===== config.mk =====
export PLATFORM = sky130hd
export DESIGN_NAME = farp_top
export DESIGN_NICKNAME = d
export VERILOG_FILES = /design/src/farp_pkg.sv /design/src/farp_ripple.sv /design/src/farp_top.sv
export SDC_FILE = /design/constraint.sdc
export NUM_CORES = 1
export LEC_CHECK = 0
export BUFFER_PORTS_ARGS = -buffer_cell sky130_fd_sc_hd__buf_4
export CORE_MARGIN = 4
export CORE_UTILIZATION = 50
export CTS_BUF_LIST = sky130_fd_sc_hd__clkbuf_4
export CTS_CLUSTER_DIAMETER = 100
export DETAILED_ROUTE_END_ITERATION = 8
export PLACE_DENSITY = 0.65
export SYNTH_ARGS = -nofsm -noshare
export SYNTH_HDL_FRONTEND = slang
export SYNTH_SLANG_ARGS = --single-unit

===== constraint.sdc =====
create_clock -name REF_CLK -period 25 [get_ports REF_CLK]
set_clock_uncertainty 0.05 [all_clocks]
set_input_delay 5 -clock REF_CLK [delete_from_list [all_inputs] [get_ports REF_CLK]]
set_output_delay 5 -clock REF_CLK [all_outputs]
set_load 0.02 [all_outputs]

===== src/farp_pkg.sv =====
// How it works
// - restart only after clean self-diagnosis
// - only listed fault classes may auto-restart
// - undervoltage eligible only with ride-through 1/2
// - other faults trip, never restart
// - retry every 5 ms within window, one attempt
// - attempt limit 0..10, default 0, speed search
// - retry window 0.5..180 s, default 10 s
// - relay select bit drives fault contact during restart
// - clear attempt count after 10 fault-free minutes
// - clear count on error reset in trip state, power cycle
// - relay function 1E shows restart in progress
// - heatsink trip level switches output off
// - pre-alarm at threshold 50..130 C, default 95
// - pre-alarm reaction select 0..4, default 4
// - reactions 0-2 fault, 3 minor fault
// - reduction limits speed to 0..20 percent
// - relay function 20 shows heatsink pre-alarm
// - ripple sum over 10 scans raises phase fault
// - ripple threshold percent of 400/800 V trip
// - phase current sum detects earth leakage
// - leakage detection enable bit, default on
package farp_pkg;
  localparam int unsigned CLK_HZ = 40000000;
  localparam int unsigned RETRY_PERIOD_US = 5000;
  localparam int unsigned RETRY_PERIOD_CYC = RETRY_PERIOD_US * (CLK_HZ / 1000000);
  localparam int unsigned TENTH_S_CYC = CLK_HZ / 10;
  localparam int unsigned RUN_OK_MIN = 10;
  localparam int unsigned RUN_OK_TENTHS = RUN_OK_MIN * 600;
  localparam int unsigned SCAN_WINDOW = 10;
  // register byte offsets
  localparam logic [7:0] OFS_RESTART = 8'h00;
  localparam logic [7:0] OFS_HEAT = 8'h04;
  localparam logic [7:0] OFS_PROTECT = 8'h08;
  localparam logic [7:0] OFS_RELAY = 8'h0c;
  localparam logic [7:0] OFS_STATUS = 8'h10;
  localparam logic [7:0] OFS_CTRL = 8'h14;
  // parameter defaults and limits
  localparam logic [3:0] ATTEMPT_DEF = 4'h0;
  localparam logic [3:0] ATTEMPT_MAX = 4'ha;
  localparam logic [10:0] WINDOW_DEF = 11'h064; // tenths of a second
  localparam logic [10:0] WINDOW_MIN = 11'h005;
  localparam logic [10:0] WINDOW_MAX = 11'h708;
  localparam logic [7:0] PRE_TEMP_DEF = 8'h5f;
  localparam logic [7:0] PRE_TEMP_MIN = 8'h32;
  localparam logic [7:0] PRE_TEMP_MAX = 8'h82;
  localparam logic [2:0] REACT_DEF = 3'h4;
  localparam logic [7:0] SPEED_LIM_DEF = 8'hc8; // tenths of a percent
  localparam logic [7:0] SPEED_LIM_MAX = 8'hc8;
  localparam logic [7:0] RIPPLE_DEF = 8'h32; // tenths of a percent
  localparam logic [7:0] RIPPLE_MAX = 8'hfa;
  localparam logic [11:0] OV_TRIP_LOW = 12'h190; // volts
  localparam logic [11:0] OV_TRIP_HIGH = 12'h320;
  localparam logic [9:0] PERMILLE = 10'h3e8;
  localparam logic [7:0] FUNC_RESTART = 8'h1e;
  localparam logic [7:0] FUNC_PREALARM = 8'h20;
  localparam logic [1:0] AXI_OKAY = 2'h0;
  localparam logic [1:0] AXI_SLVERR = 2'h2;
  // fault bit positions
  localparam int unsigned F_OC = 0;
  localparam int unsigned F_GF = 1;
  localparam int unsigned F_PUF = 2;
  localparam int unsigned F_OV = 3;
  localparam int unsigned F_UV = 4;
  localparam int unsigned F_PF = 5;
  localparam int unsigned F_OL1 = 6;
  localparam int unsigned F_OL2 = 7;
  localparam int unsigned F_OH1 = 8;
  localparam int unsigned F_OL3 = 9;
  localparam int unsigned NFAULT = 16;
  localparam logic [15:0] ELIGIBLE_MASK = 16'h03ef;
  typedef enum logic [1:0]
  {
    FARP_RUN = 2'b00,
    FARP_RETRY = 2'b01,
    FARP_TRIP = 2'b10
  } farp_state_e;
  typedef enum logic [2:0]
  {
    FARP_RAMP = 3'b000,
    FARP_COAST = 3'b001,
    FARP_FAST = 3'b010,
    FARP_SHOW = 3'b011,
    FARP_REDUCE = 3'b100
  } farp_react_e;
endpackage : farp_pkg


===== src/farp_ripple.sv =====
`timescale 1ns/10ps
// sliding sum of the last ten ripple samples against a limit
module farp_ripple #(
  parameter int unsigned DEPTH = 10,
  parameter int unsigned W = 12
) (
  // clock and reset
  input wire logic REF_CLK,
  input wire logic ARST_N,
  // samples
  input wire logic scan,
  input wire logic [W-1:0] ripple,
  input wire logic [W+3:0] limit,
  // result
  output logic over
);
  import farp_pkg::*;
  typedef struct packed {
    logic [DEPTH-1:0][W-1:0] hist;
    logic [W+3:0] sum;
    logic [3:0] fill;
    logic over;
  } farp_rip_s;
  farp_rip_s r;
  farp_rip_s next_r;
  // shift in a sample, keep running sum
  always_comb
  begin
    next_r = r;
    if (scan)
    begin
      next_r.hist = {r.hist[DEPTH-2:0], ripple};
      next_r.sum = r.sum + (W+4)'(ripple) - (W+4)'(r.hist[DEPTH-1]);
      if (r.fill != 4'(DEPTH))
        next_r.fill = r.fill + 4'h1;
    end
    next_r.over = (r.fill == 4'(DEPTH)) && (r.sum > limit);
  end
  always_ff @(posedge REF_CLK or negedge ARST_N)
  begin
    if (!ARST_N)
      r <= '0;
    else
      r <= next_r;
  end
  assign over = r.over;
endmodule : farp_ripple


===== src/farp_top.sv =====
// Our own choices: the address map and the AXI4-Lite slave port.
`timescale 1ns/10ps
// fault supervision, auto restart, heatsink, phase loss, leakage
module farp_top (
  // clock and reset
  input wire logic REF_CLK,
  input wire logic ARST_N,
  // axi4-lite slave
  input wire logic [7:0] AWADDR,
  input wire logic AWVALID,
  output logic AWREADY,
  input wire logic [31:0] WDATA,
  input wire logic [3:0] WSTRB,
  input wire logic WVALID,
  output logic WREADY,
  output logic [1:0] BRESP,
  output logic BVALID,
  input wire logic BREADY,
  input wire logic [7:0] ARADDR,
  input wire logic ARVALID,
  output logic ARREADY,
  output logic [31:0] RDATA,
  output logic [1:0] RRESP,
  output logic RVALID,
  input wire logic RREADY,
  // drive status
  input wire logic RUNNING,
  input wire logic [farp_pkg::NFAULT-1:0] FAULT_IN,
  input wire logic DIAG_OK,
  input wire logic ERROR_RESET,
  input wire logic HIGH_CLASS,
  // sensors
  input wire logic [7:0] HEATSINK_TEMP,
  input wire logic HEATSINK_TRIP,
  input wire logic RIPPLE_SCAN,
  input wire logic [11:0] RIPPLE_VOLT,
  input wire logic signed [15:0] CUR_U,
  input wire logic signed [15:0] CUR_V,
  input wire logic signed [15:0] CUR_W,
  // power stage and relays
  output logic OUTPUT_OFF,
  output logic RESTART_REQ,
  output logic SPEED_SEARCH,
  output logic [2:0] STOP_MODE,
  output logic STOP_REQ,
  output logic MINOR_FAULT,
  output logic SPEED_LIMIT_EN,
  output logic [7:0] SPEED_LIMIT,
  output logic FAULT_CONTACT,
  output logic RELAY_A,
  output logic RELAY_B
);
  import farp_pkg::*;
  typedef struct packed {
    logic [3:0] attempt_limit;
    logic fault_relay_sel;
    logic [10:0] window;
    logic [1:0] ride_sel;
    logic [7:0] pre_temp;
    logic [2:0] react;
    logic [7:0] speed_lim;
    logic [7:0] ripple_pct;
    logic leak_en;
    logic [15:0] leak_limit;
    logic [7:0] func_a;
    logic [7:0] func_b;
    farp_state_e st;
    logic [3:0] attempts;
    logic [17:0] retry_cyc;
    logic [22:0] tenth_cyc;
    logic [10:0] win_tenths;
    logic [12:0] ok_tenths;
    logic [15:0] latched;
    logic ph_fault;
    logic gf_fault;
    logic prealarm;
    logic aw_hold;
    logic [7:0] aw_addr;
    logic w_hold;
    logic [31:0] w_data;
    logic bvalid;
    logic [1:0] bresp;
    logic rvalid;
    logic [31:0] rdata;
    logic [1:0] rresp;
  } farp_s;
  farp_s r;
  farp_s next_r;
  logic ripple_over;
  logic [17:0] leak_abs;
  logic [15:0] rip_limit;
  logic [15:0] elig;
  logic fault_any;
  // clamp a value into its legal range
  function automatic logic [10:0] clamp11(input logic [10:0] v, input logic [10:0] lo,
                                          input logic [10:0] hi);
    clamp11 = (v < lo) ? lo : ((v > hi) ? hi : v);
  endfunction : clamp11
  // relay function decode, used for both relays
  function automatic logic relay_fn(input logic [7:0] f, input logic in_restart,
                                    input logic pre);
    relay_fn = (f == FUNC_RESTART) ? in_restart : ((f == FUNC_PREALARM) ? pre : 1'b0);
  endfunction : relay_fn
  // ripple limit in volts: percent tenths of the trip level
  assign rip_limit = 16'(({12'h0, (HIGH_CLASS ? OV_TRIP_HIGH : OV_TRIP_LOW)}
                          * {16'h0, r.ripple_pct}) / {14'h0, PERMILLE});
  farp_ripple #(.DEPTH(SCAN_WINDOW), .W(12)) u_ripple (
    .REF_CLK(REF_CLK),
    .ARST_N(ARST_N),
    .scan(RIPPLE_SCAN),
    .ripple(RIPPLE_VOLT),
    .limit(rip_limit),
    .over(ripple_over)
  );
  // leakage estimate from the phase current sum
  always_comb
  begin
    logic signed [17:0] s;
    s = 18'(CUR_U) + 18'(CUR_V) + 18'(CUR_W);
    leak_abs = s[17] ? 18'(-s) : s;
  end
  // eligible faults; undervoltage only with ride-through 1 or 2
  always_comb
  begin
    elig = ELIGIBLE_MASK;
    elig[F_UV] = (r.ride_sel == 2'h1) || (r.ride_sel == 2'h2);
  end
  assign fault_any = |r.latched;
  // next state
  always_comb
  begin
    next_r = r;
    next_r.latched = r.latched | FAULT_IN;
    next_r.gf_fault = r.leak_en && (leak_abs > {2'h0, r.leak_limit});
    next_r.ph_fault = ripple_over;
    next_r.prealarm = HEATSINK_TEMP >= r.pre_temp;
    // fault-free run timer in tenths of a second
    next_r.tenth_cyc = r.tenth_cyc + 23'h1;
    if (r.tenth_cyc == 23'(TENTH_S_CYC - 1))
      next_r.tenth_cyc = '0;
    if (!RUNNING || fault_any || r.st != FARP_RUN)
      next_r.ok_tenths = '0;
    else if (r.tenth_cyc == 23'(TENTH_S_CYC - 1) && r.ok_tenths != 13'(RUN_OK_TENTHS))
      next_r.ok_tenths = r.ok_tenths + 13'h1;
    if (r.ok_tenths == 13'(RUN_OK_TENTHS))
      next_r.attempts = '0;
    unique case (r.st)
      FARP_RUN:
      begin
        if (fault_any)
        begin
          if ((r.latched & ~elig) != '0 || r.attempts >= r.attempt_limit)
            next_r.st = FARP_TRIP;
          else
          begin
            next_r.st = FARP_RETRY;
            next_r.attempts = r.attempts + 4'h1;
            next_r.retry_cyc = '0;
            next_r.win_tenths = '0;
          end
        end
      end
      FARP_RETRY:
      begin
        next_r.retry_cyc = r.retry_cyc + 18'h1;
        if (r.retry_cyc == 18'(RETRY_PERIOD_CYC - 1))
          next_r.retry_cyc = '0;
        if (r.tenth_cyc == 23'(TENTH_S_CYC - 1))
          next_r.win_tenths = r.win_tenths + 11'h1;
        if ((r.latched & ~elig) != '0)
          next_r.st = FARP_TRIP;
        else if (r.retry_cyc == 18'(RETRY_PERIOD_CYC - 1) && DIAG_OK)
        begin
          next_r.st = FARP_RUN;
          next_r.latched = FAULT_IN;
        end
        else if (r.win_tenths >= r.window)
          next_r.st = FARP_TRIP;
      end
      FARP_TRIP:
      begin
        if (ERROR_RESET)
        begin
          next_r.st = FARP_RUN;
          next_r.attempts = '0;
          next_r.latched = FAULT_IN;
        end
      end
      default:
        next_r.st = FARP_TRIP;
    endcase
    // detected faults latch after the clears above, so a same-cycle set wins
    if (r.gf_fault)
      next_r.latched[F_GF] = 1'b1;
    if (r.ph_fault)
      next_r.latched[F_PF] = 1'b1;
    // axi write channel
    if (AWVALID && !r.aw_hold)
    begin
      next_r.aw_hold = 1'b1;
      next_r.aw_addr = AWADDR;
    end
    if (WVALID && !r.w_hold)
    begin
      next_r.w_hold = 1'b1;
      next_r.w_data = WDATA;
    end
    if (r.aw_hold && r.w_hold && !r.bvalid)
    begin
      next_r.aw_hold = 1'b0;
      next_r.w_hold = 1'b0;
      next_r.bvalid = 1'b1;
      next_r.bresp = AXI_OKAY;
      unique case (r.aw_addr)
        OFS_RESTART:
        begin
          next_r.attempt_limit = (r.w_data[3:0] > ATTEMPT_MAX) ? ATTEMPT_MAX
                                                                 : r.w_data[3:0];
          next_r.fault_relay_sel = r.w_data[4];
          next_r.window = clamp11(r.w_data[18:8], WINDOW_MIN, WINDOW_MAX);
          next_r.ride_sel = r.w_data[21:20];
        end
        OFS_HEAT:
        begin
          next_r.pre_temp = 8'(clamp11({3'h0, r.w_data[7:0]}, {3'h0, PRE_TEMP_MIN},
                                       {3'h0, PRE_TEMP_MAX}));
          next_r.react = (r.w_data[10:8] > REACT_DEF) ? REACT_DEF : r.w_data[10:8];
          next_r.speed_lim = (r.w_data[23:16] > SPEED_LIM_MAX) ? SPEED_LIM_MAX
                                                                : r.w_data[23:16];
        end
        OFS_PROTECT:
        begin
          next_r.ripple_pct = (r.w_data[7:0] > RIPPLE_MAX) ? RIPPLE_MAX
                                                            : r.w_data[7:0];
          next_r.leak_en = r.w_data[8];
          next_r.leak_limit = r.w_data[31:16];
        end
        OFS_RELAY:
        begin
          next_r.func_a = r.w_data[7:0];
          next_r.func_b = r.w_data[15:8];
        end
        default:
          next_r.bresp = AXI_SLVERR;
      endcase
    end
    if (r.bvalid && BREADY)
      next_r.bvalid = 1'b0;
    // axi read channel
    if (ARVALID && !r.rvalid)
    begin
      next_r.rvalid = 1'b1;
      next_r.rresp = AXI_OKAY;
      unique case (ARADDR)
        OFS_RESTART:
          next_r.rdata = {10'h0, r.ride_sel, 1'b0, r.window, 3'h0, r.fault_relay_sel,
                          r.attempt_limit};
        OFS_HEAT:
          next_r.rdata = {8'h0, r.speed_lim, 5'h0, r.react, r.pre_temp};
        OFS_PROTECT:
          next_r.rdata = {r.leak_limit, 7'h0, r.leak_en, r.ripple_pct};
        OFS_RELAY:
          next_r.rdata = {16'h0, r.func_b, r.func_a};
        OFS_STATUS:
          next_r.rdata = {r.latched, 4'h0, r.attempts, 2'h0, r.prealarm, r.gf_fault,
                          r.ph_fault, 1'b0, r.st};
        default:
        begin
          next_r.rdata = '0;
          next_r.rresp = AXI_SLVERR;
        end
      endcase
    end
    else if (r.rvalid && RREADY)
      next_r.rvalid = 1'b0;
  end
  always_ff @(posedge REF_CLK or negedge ARST_N)
  begin
    if (!ARST_N)
    begin
      r <= '0;
      r.attempt_limit <= ATTEMPT_DEF;
      r.window <= WINDOW_DEF;
      r.pre_temp <= PRE_TEMP_DEF;
      r.react <= REACT_DEF;
      r.speed_lim <= SPEED_LIM_DEF;
      r.ripple_pct <= RIPPLE_DEF;
      r.leak_en <= 1'b1;
      r.leak_limit <= 16'hffff;
      r.st <= FARP_RUN;
    end
    else
      r <= next_r;
  end
  // bus outputs
  assign AWREADY = !r.aw_hold;
  assign WREADY = !r.w_hold;
  assign BVALID = r.bvalid;
  assign BRESP = r.bresp;
  assign ARREADY = !r.rvalid;
  assign RVALID = r.rvalid;
  assign RDATA = r.rdata;
  assign RRESP = r.rresp;
  // drive outputs
  logic pre_stop;
  assign pre_stop = r.prealarm && (r.react <= FARP_FAST);
  assign OUTPUT_OFF = HEATSINK_TRIP || r.st != FARP_RUN || r.gf_fault;
  assign RESTART_REQ = (r.st == FARP_RETRY) && DIAG_OK
                       && (r.retry_cyc == 18'(RETRY_PERIOD_CYC - 1));
  assign SPEED_SEARCH = RESTART_REQ;
  assign STOP_REQ = pre_stop || r.ph_fault;
  assign STOP_MODE = r.ph_fault ? FARP_COAST : r.react;
  assign MINOR_FAULT = r.prealarm && (r.react == FARP_SHOW);
  assign SPEED_LIMIT_EN = r.prealarm && (r.react == FARP_REDUCE);
  assign SPEED_LIMIT = r.speed_lim;
  assign FAULT_CONTACT = (r.st == FARP_TRIP) || pre_stop || r.gf_fault
                         || (r.st == FARP_RETRY && r.fault_relay_sel);
  assign RELAY_A = relay_fn(r.func_a, r.st == FARP_RETRY, r.prealarm);
  assign RELAY_B = relay_fn(r.func_b, r.st == FARP_RETRY, r.prealarm);
endmodule : farp_top

=== Yosys cells after proc, flatten, opt, wreduce, memory -nomap -nowiden ===
Cells that the tools add are included.

* Logic and storage cells: 207
* Bits in registers: 389

* $add $sub $neg: 11
* Magnitude comparators: 14
* Div/mod/pow operators: 1
* Muxes and demuxes: 51
* Reductions and logical operators: 54
* Bitwise gates (word level): 3
* Equal/unequal tests: 28
* Multiply operators: 1

{| class="wikitable"
|+ Operators with widths
! cell !! number
|-
| $pmux W32 S5 || 1
|-
| $mux W11 || 5
|-
| $mux W16 || 3
|-
| $mux W18 || 2
|-
| $pmux W18 S2 || 1
|-
| $mux W33 || 1
|-
| $eq A8 B4 Y1 const B || 4
|-
| $mux W8 || 4
|-
| $pmux W16 S2 || 1
|-
| $mux W13 || 2
|-
| $div A20 B10 Y24 const B || 1
|-
| $eq A8 B5 Y1 const B || 3
|-
| $gt A8 B8 Y1 const B || 3
|-
| $mux W24 || 1
|-
| $add A23 B1 Y23 const B || 1
|-
| $eq A23 B22 Y1 const B || 1
|-
| $mux W23 || 1
|-
| $mux W22 || 1
|-
| $pmux W11 S2 || 1
|-
| $add A17 B16 Y18 || 1
|-
| $add A18 B1 Y18 const B || 1
|-
| $eq A18 B18 Y1 const B || 1
|-
| $gt A18 B16 Y1 || 1
|-
| $mul A10 B8 Y18 || 1
|-
| other kinds (53) || 121
|}

=== Longest topological paths before layout ===
Gate-level depths: netlist of run 1.

* Word-level depth: 9
* Gate-level depth with buffers: 46

=== By module ===
Synthesis of run 1 repeated with hierarchy kept, for this count alone.

* Cells, all modules: 2368
* Area, all modules: 24000.5 µm²

{| class="wikitable"
|+ By module, submodules not included
! module !! cells an instance !! area an instance (µm²) !! times used
|-
| farp_top || 1843 || 17249.0 || 1
|-
| farp_ripple || 525 || 6751.5 || 1
|}

=== Least setup slack after synthesis of run 1 ===
Ideal clock, no wire load.

* Path type: input-to-reg
* Start: input HIGH_CLASS
* End: register u_ripple.r, in the netlist u_ripple.over
* Setup time: 0.123 ns
* Data arrival time: 13.965 ns
* Path slack: 10.861 ns
* Cell stages on the path: 44
* Cells stage by stage: clkbuf_1 nor2b_1 inv_1 fa_1 fa_1 inv_1 fa_1 inv_1 fa_1 inv_1 ha_1 a21oi_1 o21ai_2 a311o_1 and2_4 buf_6 a31oi_1 a31oi_1 [... 8 more ...] o21ai_4 a22o_4 o41ai_1 or4b_4 nand3_2 o21ai_1 xnor2_1 a211oi_2 nor2_1 ha_1 nor2b_1 o21a_1 o21ai_0 nand2b_1 a21oi_1 nor2_1 nor2_1 nor3_1

{| class="wikitable"
|+ RTL lines
! item !! RTL line !! source
|-
| from (decl) || farp_top.sv:31 || <nowiki>input wire logic HIGH_CLASS,</nowiki>
|-
| to (signal assigned) || farp_ripple.sv:44 || <nowiki>r <= next_r;</nowiki>
|-
| to (decl) || farp_ripple.sv:24 || <nowiki>farp_rip_s r;</nowiki>
|}

==> results of run 1 <==
[flip-flops by register name (all words and copies together) (netlist names)]
| signal | cells |
|---|---|
| RRESP | 1 |
| r | 202 |
| BVALID | 1 |
| SPEED_LIMIT | 8 |
| RDATA | 32 |
| u_ripple.over | 1 |
| RVALID | 1 |
| u_ripple.r | 140 |
| BRESP | 1 |
[routing by layer]
layer  vias to the layer above  global-route usage
met1                      8737               0.301
met5                         -                   0
met4                         0              0.0777
met3                        96              0.0418
met2                       432               0.351
li1                       8557                   -
[final cells by class]
class	instances	area [sq um]	share of cell area
diodes	2	5.00	0.000188
clock buffers	160	1200	0.0452
clock inverters	30	185	0.00697
inverters	169	634	0.0239
multi-input cells	1642	12400	0.467
flip-flops and latches	387	9730	0.366
well taps	607	759	0.0286
repair buffers	217	1640	0.0616
[path summary, 6_finish.rpt]
check / from / end / slack [ps]
max in group asynchronous: ARST_N / u_ripple.r[131] / 18570
hold / removal: u_ripple.over / r[82] / 320
setup / recovery: HIGH_CLASS / u_ripple.over / 10380
min in group asynchronous: ARST_N / r[44] / 4170
hold reg to reg: u_ripple.over / r[82] / 320
setup reg to reg: r[207] / u_ripple.over / 14090
[stage by stage]
stage / total power, mW / worst slack [ps] / std cells
after detailed placement: 2.51 / 9600 / 3022
final: 3.09 / 10380 / 3214
after floorplan: 2.16 / 10860 / 2325
after global placement: 2.47 / 9630 / 3022
after global routing: 3.36 / 9770 / 3214
after CTS: 3.11 / 10510 / 3212
[report_power, final]
group / internal, mW / leakage (nW) / switching, mW
clock: 0.312 / 0.816 / 0.265
sequential: 0.800 / 4.82 / 0.147
combinational: 0.676 / 6.48 / 0.886
total: 1.79 / 12.1 / 1.30
[layout by cell type, fill, tap and decap left out, types with 18 or more instances in the layout]
cell type	count
dfrtp_1	354
buf_4	216
nand2_1	215
mux2_2	197
inv_1	169
clkbuf_4	160
nor2_1	156
o21ai_0	149
ha_1	130
a21oi_1	91
nand3_1	62
xnor2_1	52
xor2_1	47
fa_1	45
nor3_1	42
dfstp_2	33
nand4_1	31
nor2b_1	28
o21bai_1	23
clkinv_1	22
a22oi_1	21
nand2b_1	18
[cell families after synthesis]
logic type                 Yosys count  share of synthesized area
and+or+nand+nor                    673                      0.141
AOI/OAI and AO/OA                  462                      0.132
DFF                                387                      0.415
buffers and inverters              296                     0.0580
muxes                              218                      0.105
adders and majority gates          177                      0.109
xor gates and xnor gates           104                     0.0409
other                                2                   0.000320
[critical path, delay by kind of cell]
family	cells	cell delay, ps
compound gates	15	3930
fa+ha+maj	6	2660
simple gates	12	2440
xor+xnor	2	520
buf+inv	5	400
mux	1	340
==> results.py, run 1 <==
metrics = {
    "synth": {
        "yosys_warnings": 0,
        "syn_area_sq_mm": 0.0235,
        "synth-seq-cells": 387,
        "ys.flop_type": "dfrtp_1",
        "synth_seq_area_share": 0.415,
        "synth_top_area_frac": 0.378,
        "synthArstFlopShare": 1.00,
        "synth_edf_count": 0,
        "synth_top_area_cell": "dfrtp_1",
        "synthTopCellsByCount": "dfrtp_1, nand2_1, mux2_2, inv_1, nor2_1",
        "netlist_top_cells_area": "dfrtp_1, mux2_2, ha_1, fa_1, dfstp_2",
        "syn_avg_cell_area_sq_um": 10.1,
        "synth_cell_type_count": 122,
        "synthCells": 2319,
        "synth_most_common_cell": "dfrtp_1",
    },
    "critical_path": {
        "crit_type": "primary input to flop",
        "cp-end-kind": "flop",
        "cpPeakStageDelay_ps": 890,
        "critPathLaunchType": "primary input",
        "worst_ep_required_time_ps": 25660,
        "cp.arrival_ps": 15280,
        "crit_path_max_fanout": 17,
        "cpMaxStageDelayCell": "o31ai_2",
        "reg2reg_depth": 40,
    },
    "clocking": {
        "clkSinkCount": 387,
        "h-tree-depth": 3,
        "path_clk_slew_ps": 70,
        "cts_tree": "done",
        "holdBufCountCts": 0,
        "cts-root-buf": "clkbuf_4",
        "cts_setup_buffers": 0,
        "clk_latency_ps": 840,
        "cts.path.max_buffers": 3,
        "numCtsBuffers": 104,
        "cts-resized-gates": 0,
    },
    "detailed_routing": {
        "via_per_inst": 5.55,
        "ant_nets": 0,
        "drt_pass1_iterations": 6,
        "drc": 0,
        "top_layer_used": "met4",
        "wl_met2_mm": 26.3,
        "first_iter_violations": 1096,
        "wl_met3_mm": 3.10,
        "routed_wl_mm": 55.6,
        "wire_per_inst_um": 17.3,
        "vias": 17822,
        "met1Wirelength_mm": 24.8,
    },
    "cells_and_area": {
        "nFillCells": 4096,
        "synthToLayoutAreaGrowth_pct": 13.2,
        "layout-drive-gt1-share": 0.265,
        "postLayoutCoreUtil": 0.572,
        "fin_area_sq_mm": 0.0266,
        "nNetsFinal": 2845,
    },
    "die": {
        "die-area_sq_mm": 0.0504,
        "dieWidth_um": 225,
        "coreArea_sq_mm": 0.0465,
        "initial_core_util": 0.505,
        "die_y_um": 225,
        "core.rowCount": 79,
        "io-pin-count": 210,
    },
    "global_routing": {
        "grt_pass1_wl_mm": 90.9,
        "grt_pass1_vias": 17921,
        "grt_use_total": 0.219,
        "antenna_found_initial": 1,
        "grt_overflow_total": 0,
        "grt_max_degree": 120,
    },
    "sta": {
        "fin_hold_ws_ps": 322,
        "max_freq_mhz": 68.4,
        "finalCriticalPeriod_ps": 14620,
        "setup_viol": 0,
        "rsz0062_at_grt": "no",
        "timing.slew.headroom": 0.147,
        "period_share": 0.585,
        "tns_ps": 0,
        "slew_violations": 0,
        "finalHoldViolCount": 0,
        "tightest_slew_ps": 1270,
    },
    "power_and_ir_drop": {
        "ir_drop_mv": 0.0669,
        "p_leak_nw": 12.1,
        "cellPowerDensity_mw_per_mm2": 116,
    },
    "placed_design": {
        "gp_congestion": 0.878,
        "place_area_sq_mm": 0.0252,
        "io_buffers": 203,
        "dp_hpwl_mm": 41.2,
    },
    "status": {
        "status": "complete, no violations",
    },
    "worst_hold_path": {
        "hold_depth": 0,
        "hold_class": "flop to flop",
    },
    "run": {
        "drv_cap": 0,
    },
}
Note: power is estimated with default switching activity, not from simulation.
==> run 2, diff against run 1 <==
--- a/config.mk
+++ b/config.mk
@@ -11,7 +11,7 @@
 export CTS_BUF_LIST = sky130_fd_sc_hd__clkbuf_4
 export CTS_CLUSTER_DIAMETER = 100
 export DETAILED_ROUTE_END_ITERATION = 8
-export PLACE_DENSITY = 0.65
+export PLACE_DENSITY = 0.68
 export SYNTH_ARGS = -nofsm -noshare
 export SYNTH_HDL_FRONTEND = slang
 export SYNTH_SLANG_ARGS = --single-unit
==> constraint.sdc (replaced) <==
create_clock -name REF_CLK -period 13.3 [get_ports REF_CLK]
set_clock_uncertainty 0.05 [all_clocks]
set_input_delay 2.66 -clock REF_CLK [delete_from_list [all_inputs] [get_ports REF_CLK]]
set_output_delay 2.66 -clock REF_CLK [all_outputs]
set_load 0.02 [all_outputs]
==> results.py, run 2 (synthesized netlist as in run 1, its figures left out) <==
metrics = {
    "status": {
        "status": "complete, no violations",
    },
    "detailed_routing": {
        "first_iter_violations": 1246,
        "wire_per_inst_um": 17.2,
        "via_per_inst": 5.57,
        "drt_pass1_iterations": 6,
        "drc": 0,
        "routed_wl_mm": 55.2,
        "ant_nets": 0,
        "vias": 17853,
    },
    "cells_and_area": {
        "largest-register": "r",
        "final_cell_mix": "dfrtp_1, nand2_1, buf_4",
        "nNetsFinal": 2840,
        "layout_commonest_cell": "dfrtp_1",
        "layout-drive-gt1-share": 0.265,
        "synthToLayoutAreaGrowth_pct": 13.0,
        "largest_reg_flops": 202,
    },
    "clocking": {
        "cts-root-buf": "clkbuf_4",
        "cts-resized-gates": 0,
        "cts.path.max_buffers": 3,
        "h-tree-depth": 3,
        "holdBufCountCts": 0,
        "numCtsBuffers": 100,
        "cts_setup_buffers": 0,
        "cts_tree": "done",
        "clkSinkCount": 387,
        "path_clk_slew_ps": 60,
        "clk_latency_ps": 850,
    },
    "critical_path": {
        "crit_path_max_fanout": 17,
        "cpMaxStageDelayCell": "fa_1",
        "critPathLaunchType": "primary input",
        "cpPeakStageDelay_ps": 530,
        "r2r-start": "r[207]",
        "cp.arrival_ps": 12690,
        "cp-end-kind": "flop",
        "crit_start": "HIGH_CLASS",
        "worst_ep_required_time_ps": 13940,
        "crit_type": "primary input to flop",
    },
    "die": {
        "core.rowCount": 79,
        "io-pin-count": 210,
        "coreArea_sq_mm": 0.0465,
        "die_y_um": 225,
        "die-area_sq_mm": 0.0504,
        "initial_core_util": 0.505,
        "dieWidth_um": 225,
    },
    "placed_design": {
        "dpl_worst_slack_ps": 500,
        "gp_congestion": 0.898,
        "io_buffers": 203,
        "dp_hpwl_mm": 40.7,
    },
    "power_and_ir_drop": {
        "power_mw": 5.77,
        "ir_drop_mv": 0.128,
        "cellPowerDensity_mw_per_mm2": 218,
        "p_leak_nw": 12.1,
    },
    "sta": {
        "setup_viol": 0,
        "max_freq_mhz": 83.0,
        "slew_violations": 0,
        "finalCriticalPeriod_ps": 12050,
        "finalHoldViolCount": 0,
        "period_share": 0.906,
        "setup_ws_ps": 1250,
        "rsz0062_at_grt": "no",
        "tightest_slew_ps": 1280,
        "tns_ps": 0,
        "timing.slew.headroom": 0.140,
    },
    "global_routing": {
        "grt_pass1_wl_mm": 90.6,
        "grt_pass1_vias": 18064,
        "grt_use_total": 0.217,
        "grt_max_degree": 155,
        "grt_overflow_total": 0,
        "antenna_found_initial": 3,
    },
    "run": {
        "drv_cap": 0,
    },
    "worst_hold_path": {
        "hold_class": "flop to flop",
        "worstHoldStart": "u_ripple.over",
    },
}
-- run 2: changes by cell type in the layout (fill, tap and decap cells not counted), sizes merged --
cell	delta
buf	-1
bufinv	-1
clkbuf	+4
clkinv	-14
clkinvlp	-1
diode	+2
-- run 2: report_power, final --
| part | leakage (nW) | switching (mW) | internal, mW |
|---|---|---|---|
| Sequential | 4.82 | 0.274 | 1.50 |
| Clock | 0.790 | 0.476 | 0.570 |
| Combinational | 6.48 | 1.67 | 1.27 |
| Total | 12.1 | 2.42 | 3.35 |
-- run 2: per-stage QoR --
step | cell area [sq um] | util | hold slack, ps | std cells
floorplan | 23500 | - | 281 | 2325
global placement | 25200 | 0.542 | 305 | 3021
detailed placement | 25200 | 0.542 | 303 | 3021
CTS | 26500 | 0.570 | 318 | 3199
global route | 26500 | 0.570 | 335 | 3203
finish | 26500 | 0.570 | 311 | 3203
-- run 2: path summary, 6_finish.rpt --
check | endpoint | slack (ps) | cells past startpoint
worst max-delay path | u_ripple.over | 1250 | 42
max in group asynchronous | u_ripple.r[23] | 9290 | 3
worst min register to register | r[82] | 310 | 0
worst max register to register | u_ripple.over | 2630 | 41
min in group asynchronous | r[44] | 1820 | 1
worst min-delay path | r[82] | 310 | 0
-- run 2: area by class of cell --
cell class,instances,area (sq um)
well taps,607,759
inverters,169,634
repair buffers,216,1640
fillers,4061,20000
clock inverters,14,82.6
diodes,4,10.0
flip-flops and latches,387,9730
multi-input cells,1642,12400
clock buffers,164,1230
-- run 2: worst max-delay path: cells and delay by family --
kind	cells	cell delay (ps)
mux	1	370
simple gates	14	2320
buf+inv	6	600
xor+xnor	2	320
fa+ha+maj	6	2700
compound gates	13	3700
-- run 2: metal layers --
metal | global-route usage | up-vias | part of all wire
met3 | 0.0411 | 99 | 0.052
met2 | 0.349 | 473 | 0.48
met4 | 0.0737 | 0 | 0.026
met1 | 0.298 | 8714 | 0.44
met5 | 0 | - | 0
li1 | - | 8567 | -
==> run 3, diff against run 2 <==
--- a/config.mk
+++ b/config.mk
@@ -6,12 +6,13 @@
 export NUM_CORES = 1
 export LEC_CHECK = 0
 export BUFFER_PORTS_ARGS = -buffer_cell sky130_fd_sc_hd__buf_4
+export CORE_ASPECT_RATIO = 1.25
 export CORE_MARGIN = 4
-export CORE_UTILIZATION = 50
+export CORE_UTILIZATION = 40
 export CTS_BUF_LIST = sky130_fd_sc_hd__clkbuf_4
 export CTS_CLUSTER_DIAMETER = 100
 export DETAILED_ROUTE_END_ITERATION = 8
-export PLACE_DENSITY = 0.68
+export PLACE_DENSITY = 0.56
 export SYNTH_ARGS = -nofsm -noshare
 export SYNTH_HDL_FRONTEND = slang
 export SYNTH_SLANG_ARGS = --single-unit
==> results.py, run 3 (synthesized netlist as in run 1, its figures left out) <==
metrics = {
    "detailed_routing": {
        "drc": 0,
        "first_iter_violations": 998,
        "ant_nets": 0,
        "met1Wirelength_mm": 24.3,
        "wl_met2_mm": 28.6,
        "top_layer_used": "met4",
        "drt_pass1_iterations": 6,
        "wl_met3_mm": 2.48,
        "vias": 17739,
        "wire_per_inst_um": 17.1,
        "routed_wl_mm": 57.2,
        "via_per_inst": 5.29,
    },
    "clocking": {
        "cts.path.max_buffers": 3,
        "cts-resized-gates": 0,
        "holdBufCountCts": 0,
        "numCtsBuffers": 102,
        "clk_latency_ps": 840,
        "h-tree-depth": 3,
        "cts_tree": "done",
        "clkSinkCount": 387,
        "cts-root-buf": "clkbuf_4",
        "path_clk_slew_ps": 60,
        "cts_setup_buffers": 0,
    },
    "die": {
        "io-pin-count": 210,
        "die_y_um": 279,
        "die-area_sq_mm": 0.0626,
        "coreArea_sq_mm": 0.0582,
        "initial_core_util": 0.403,
        "core.rowCount": 99,
        "dieWidth_um": 225,
    },
    "global_routing": {
        "grt_use_total": 0.180,
        "grt_pass1_vias": 18234,
        "grt_max_degree": 173,
        "grt_overflow_total": 0,
        "grt_pass1_wl_mm": 93.2,
        "antenna_found_initial": 1,
    },
    "status": {
        "status": "complete, no violations",
    },
    "critical_path": {
        "cp-end-kind": "flop",
        "reg2reg_depth": 40,
        "crit_path_max_fanout": 17,
        "reg2reg_slack_ps": 2800,
        "cpMaxStageDelayCell": "a311oi_1",
        "r2r-start": "r[207]",
        "r2r_end": "u_ripple.over",
        "crit_type": "primary input to flop",
        "worst_ep_required_time_ps": 13980,
        "critPathLaunchType": "primary input",
        "cpPeakStageDelay_ps": 630,
        "cp.arrival_ps": 12550,
    },
    "worst_hold_path": {
        "worstHoldStart": "u_ripple.over",
        "hold_end": "r[82]",
        "hold_depth": 0,
        "hold_class": "flop to flop",
    },
    "sta": {
        "slew_violations": 0,
        "period_share": 0.892,
        "tightest_slew_ps": 1190,
        "finalCriticalPeriod_ps": 11870,
        "rsz0062_at_grt": "no",
        "finalHoldViolCount": 0,
        "tns_ps": 0,
        "timing.slew.headroom": 0.203,
        "setup_viol": 0,
        "fin_hold_ws_ps": 327,
        "max_freq_mhz": 84.3,
    },
    "cells_and_area": {
        "largest-register": "r",
        "layout_commonest_cell": "dfrtp_1",
        "nFillCells": 5589,
        "layout-drive-gt1-share": 0.266,
        "synthToLayoutAreaGrowth_pct": 13.9,
        "nNetsFinal": 2844,
        "largest_reg_flops": 202,
        "final_cell_mix": "dfrtp_1, nand2_1, buf_4",
    },
    "placed_design": {
        "gp_congestion": 0.854,
        "io_buffers": 203,
        "dp_hpwl_mm": 42.9,
    },
    "run": {
        "drv_cap": 0,
    },
    "power_and_ir_drop": {
        "cellPowerDensity_mw_per_mm2": 216,
        "p_leak_nw": 12.1,
        "ir_drop_mv": 0.124,
    },
}
## run 3: cell types whose count changed in the layout (fill, tap and decap cells not counted)
cell        change
buf_4           +1
diode_2         -3
clkinvlp_4      -1
inv_8           +1
clkbuf_4        -2
clkinv_2        +1
buf_6           +1
bufinv_16       +1
## run 3: worst max-delay path: cells and delay by family
family / cells / cell delay, ps
compound gates: 14 / 3890
xor+xnor: 2 / 370
fa+ha+maj: 6 / 2680
buf+inv: 5 / 390
simple gates: 14 / 2520
## run 3: cell type report
type                    count  area, sq um  share of cell area
diodes                      1         2.50           0.0000937
clock buffers             162         1220              0.0455
clock inverters            16          121             0.00454
inverters                 169          634              0.0237
multi-input cells        1642        12400               0.465
flip-flops and latches    387         9730               0.364
well taps                 757          947              0.0354
repair buffers            218         1660              0.0621
## run 3: worst max path at each step
| stage | start | cells past startpoint | slack (ps) | to |
|---|---|---|---|---|
| after CTS | HIGH_CLASS | 42 | 1530 | u_ripple.over |
| after global placement | HIGH_CLASS | 42 | 740 | u_ripple.over |
| after detailed placement | HIGH_CLASS | 42 | 590 | u_ripple.over |
| final | HIGH_CLASS | 41 | 1430 | u_ripple.over |
| after global routing | HIGH_CLASS | 41 | 730 | u_ripple.over |
| after floorplan | HIGH_CLASS | 44 | 1500 | u_ripple.over |
## run 3: metal layers
metal | vias up | track usage
li1 | 8566 | -
met1 | 8680 | 0.224
met2 | 381 | 0.313
met3 | 112 | 0.0336
met4 | 0 | 0.0652
met5 | - | 0
## run 3: stage by stage
stage,instance area (sq um),power [mW],setup slack [ps],util,cells
3_5_place_dp,25400,4.73,586,0.436,3173
5_1_grt,26700,6.30,735,0.459,3352
4_1_cts,26700,5.84,1530,0.459,3351
3_3_place_gp,25400,4.63,739,0.436,3173
6_report,26700,5.78,1430,0.459,3352
2_1_floorplan,23500,4.07,1500,-,2325
## run 3: power breakdown
group / leakage [nW] / total, mW / switching [mW] / internal [mW]
Clock: 0.805 / 1.07 / 0.487 / 0.585
Sequential: 4.82 / 1.78 / 0.278 / 1.50
Combinational: 6.49 / 2.93 / 1.66 / 1.27
Total: 12.1 / 5.78 / 2.42 / 3.36
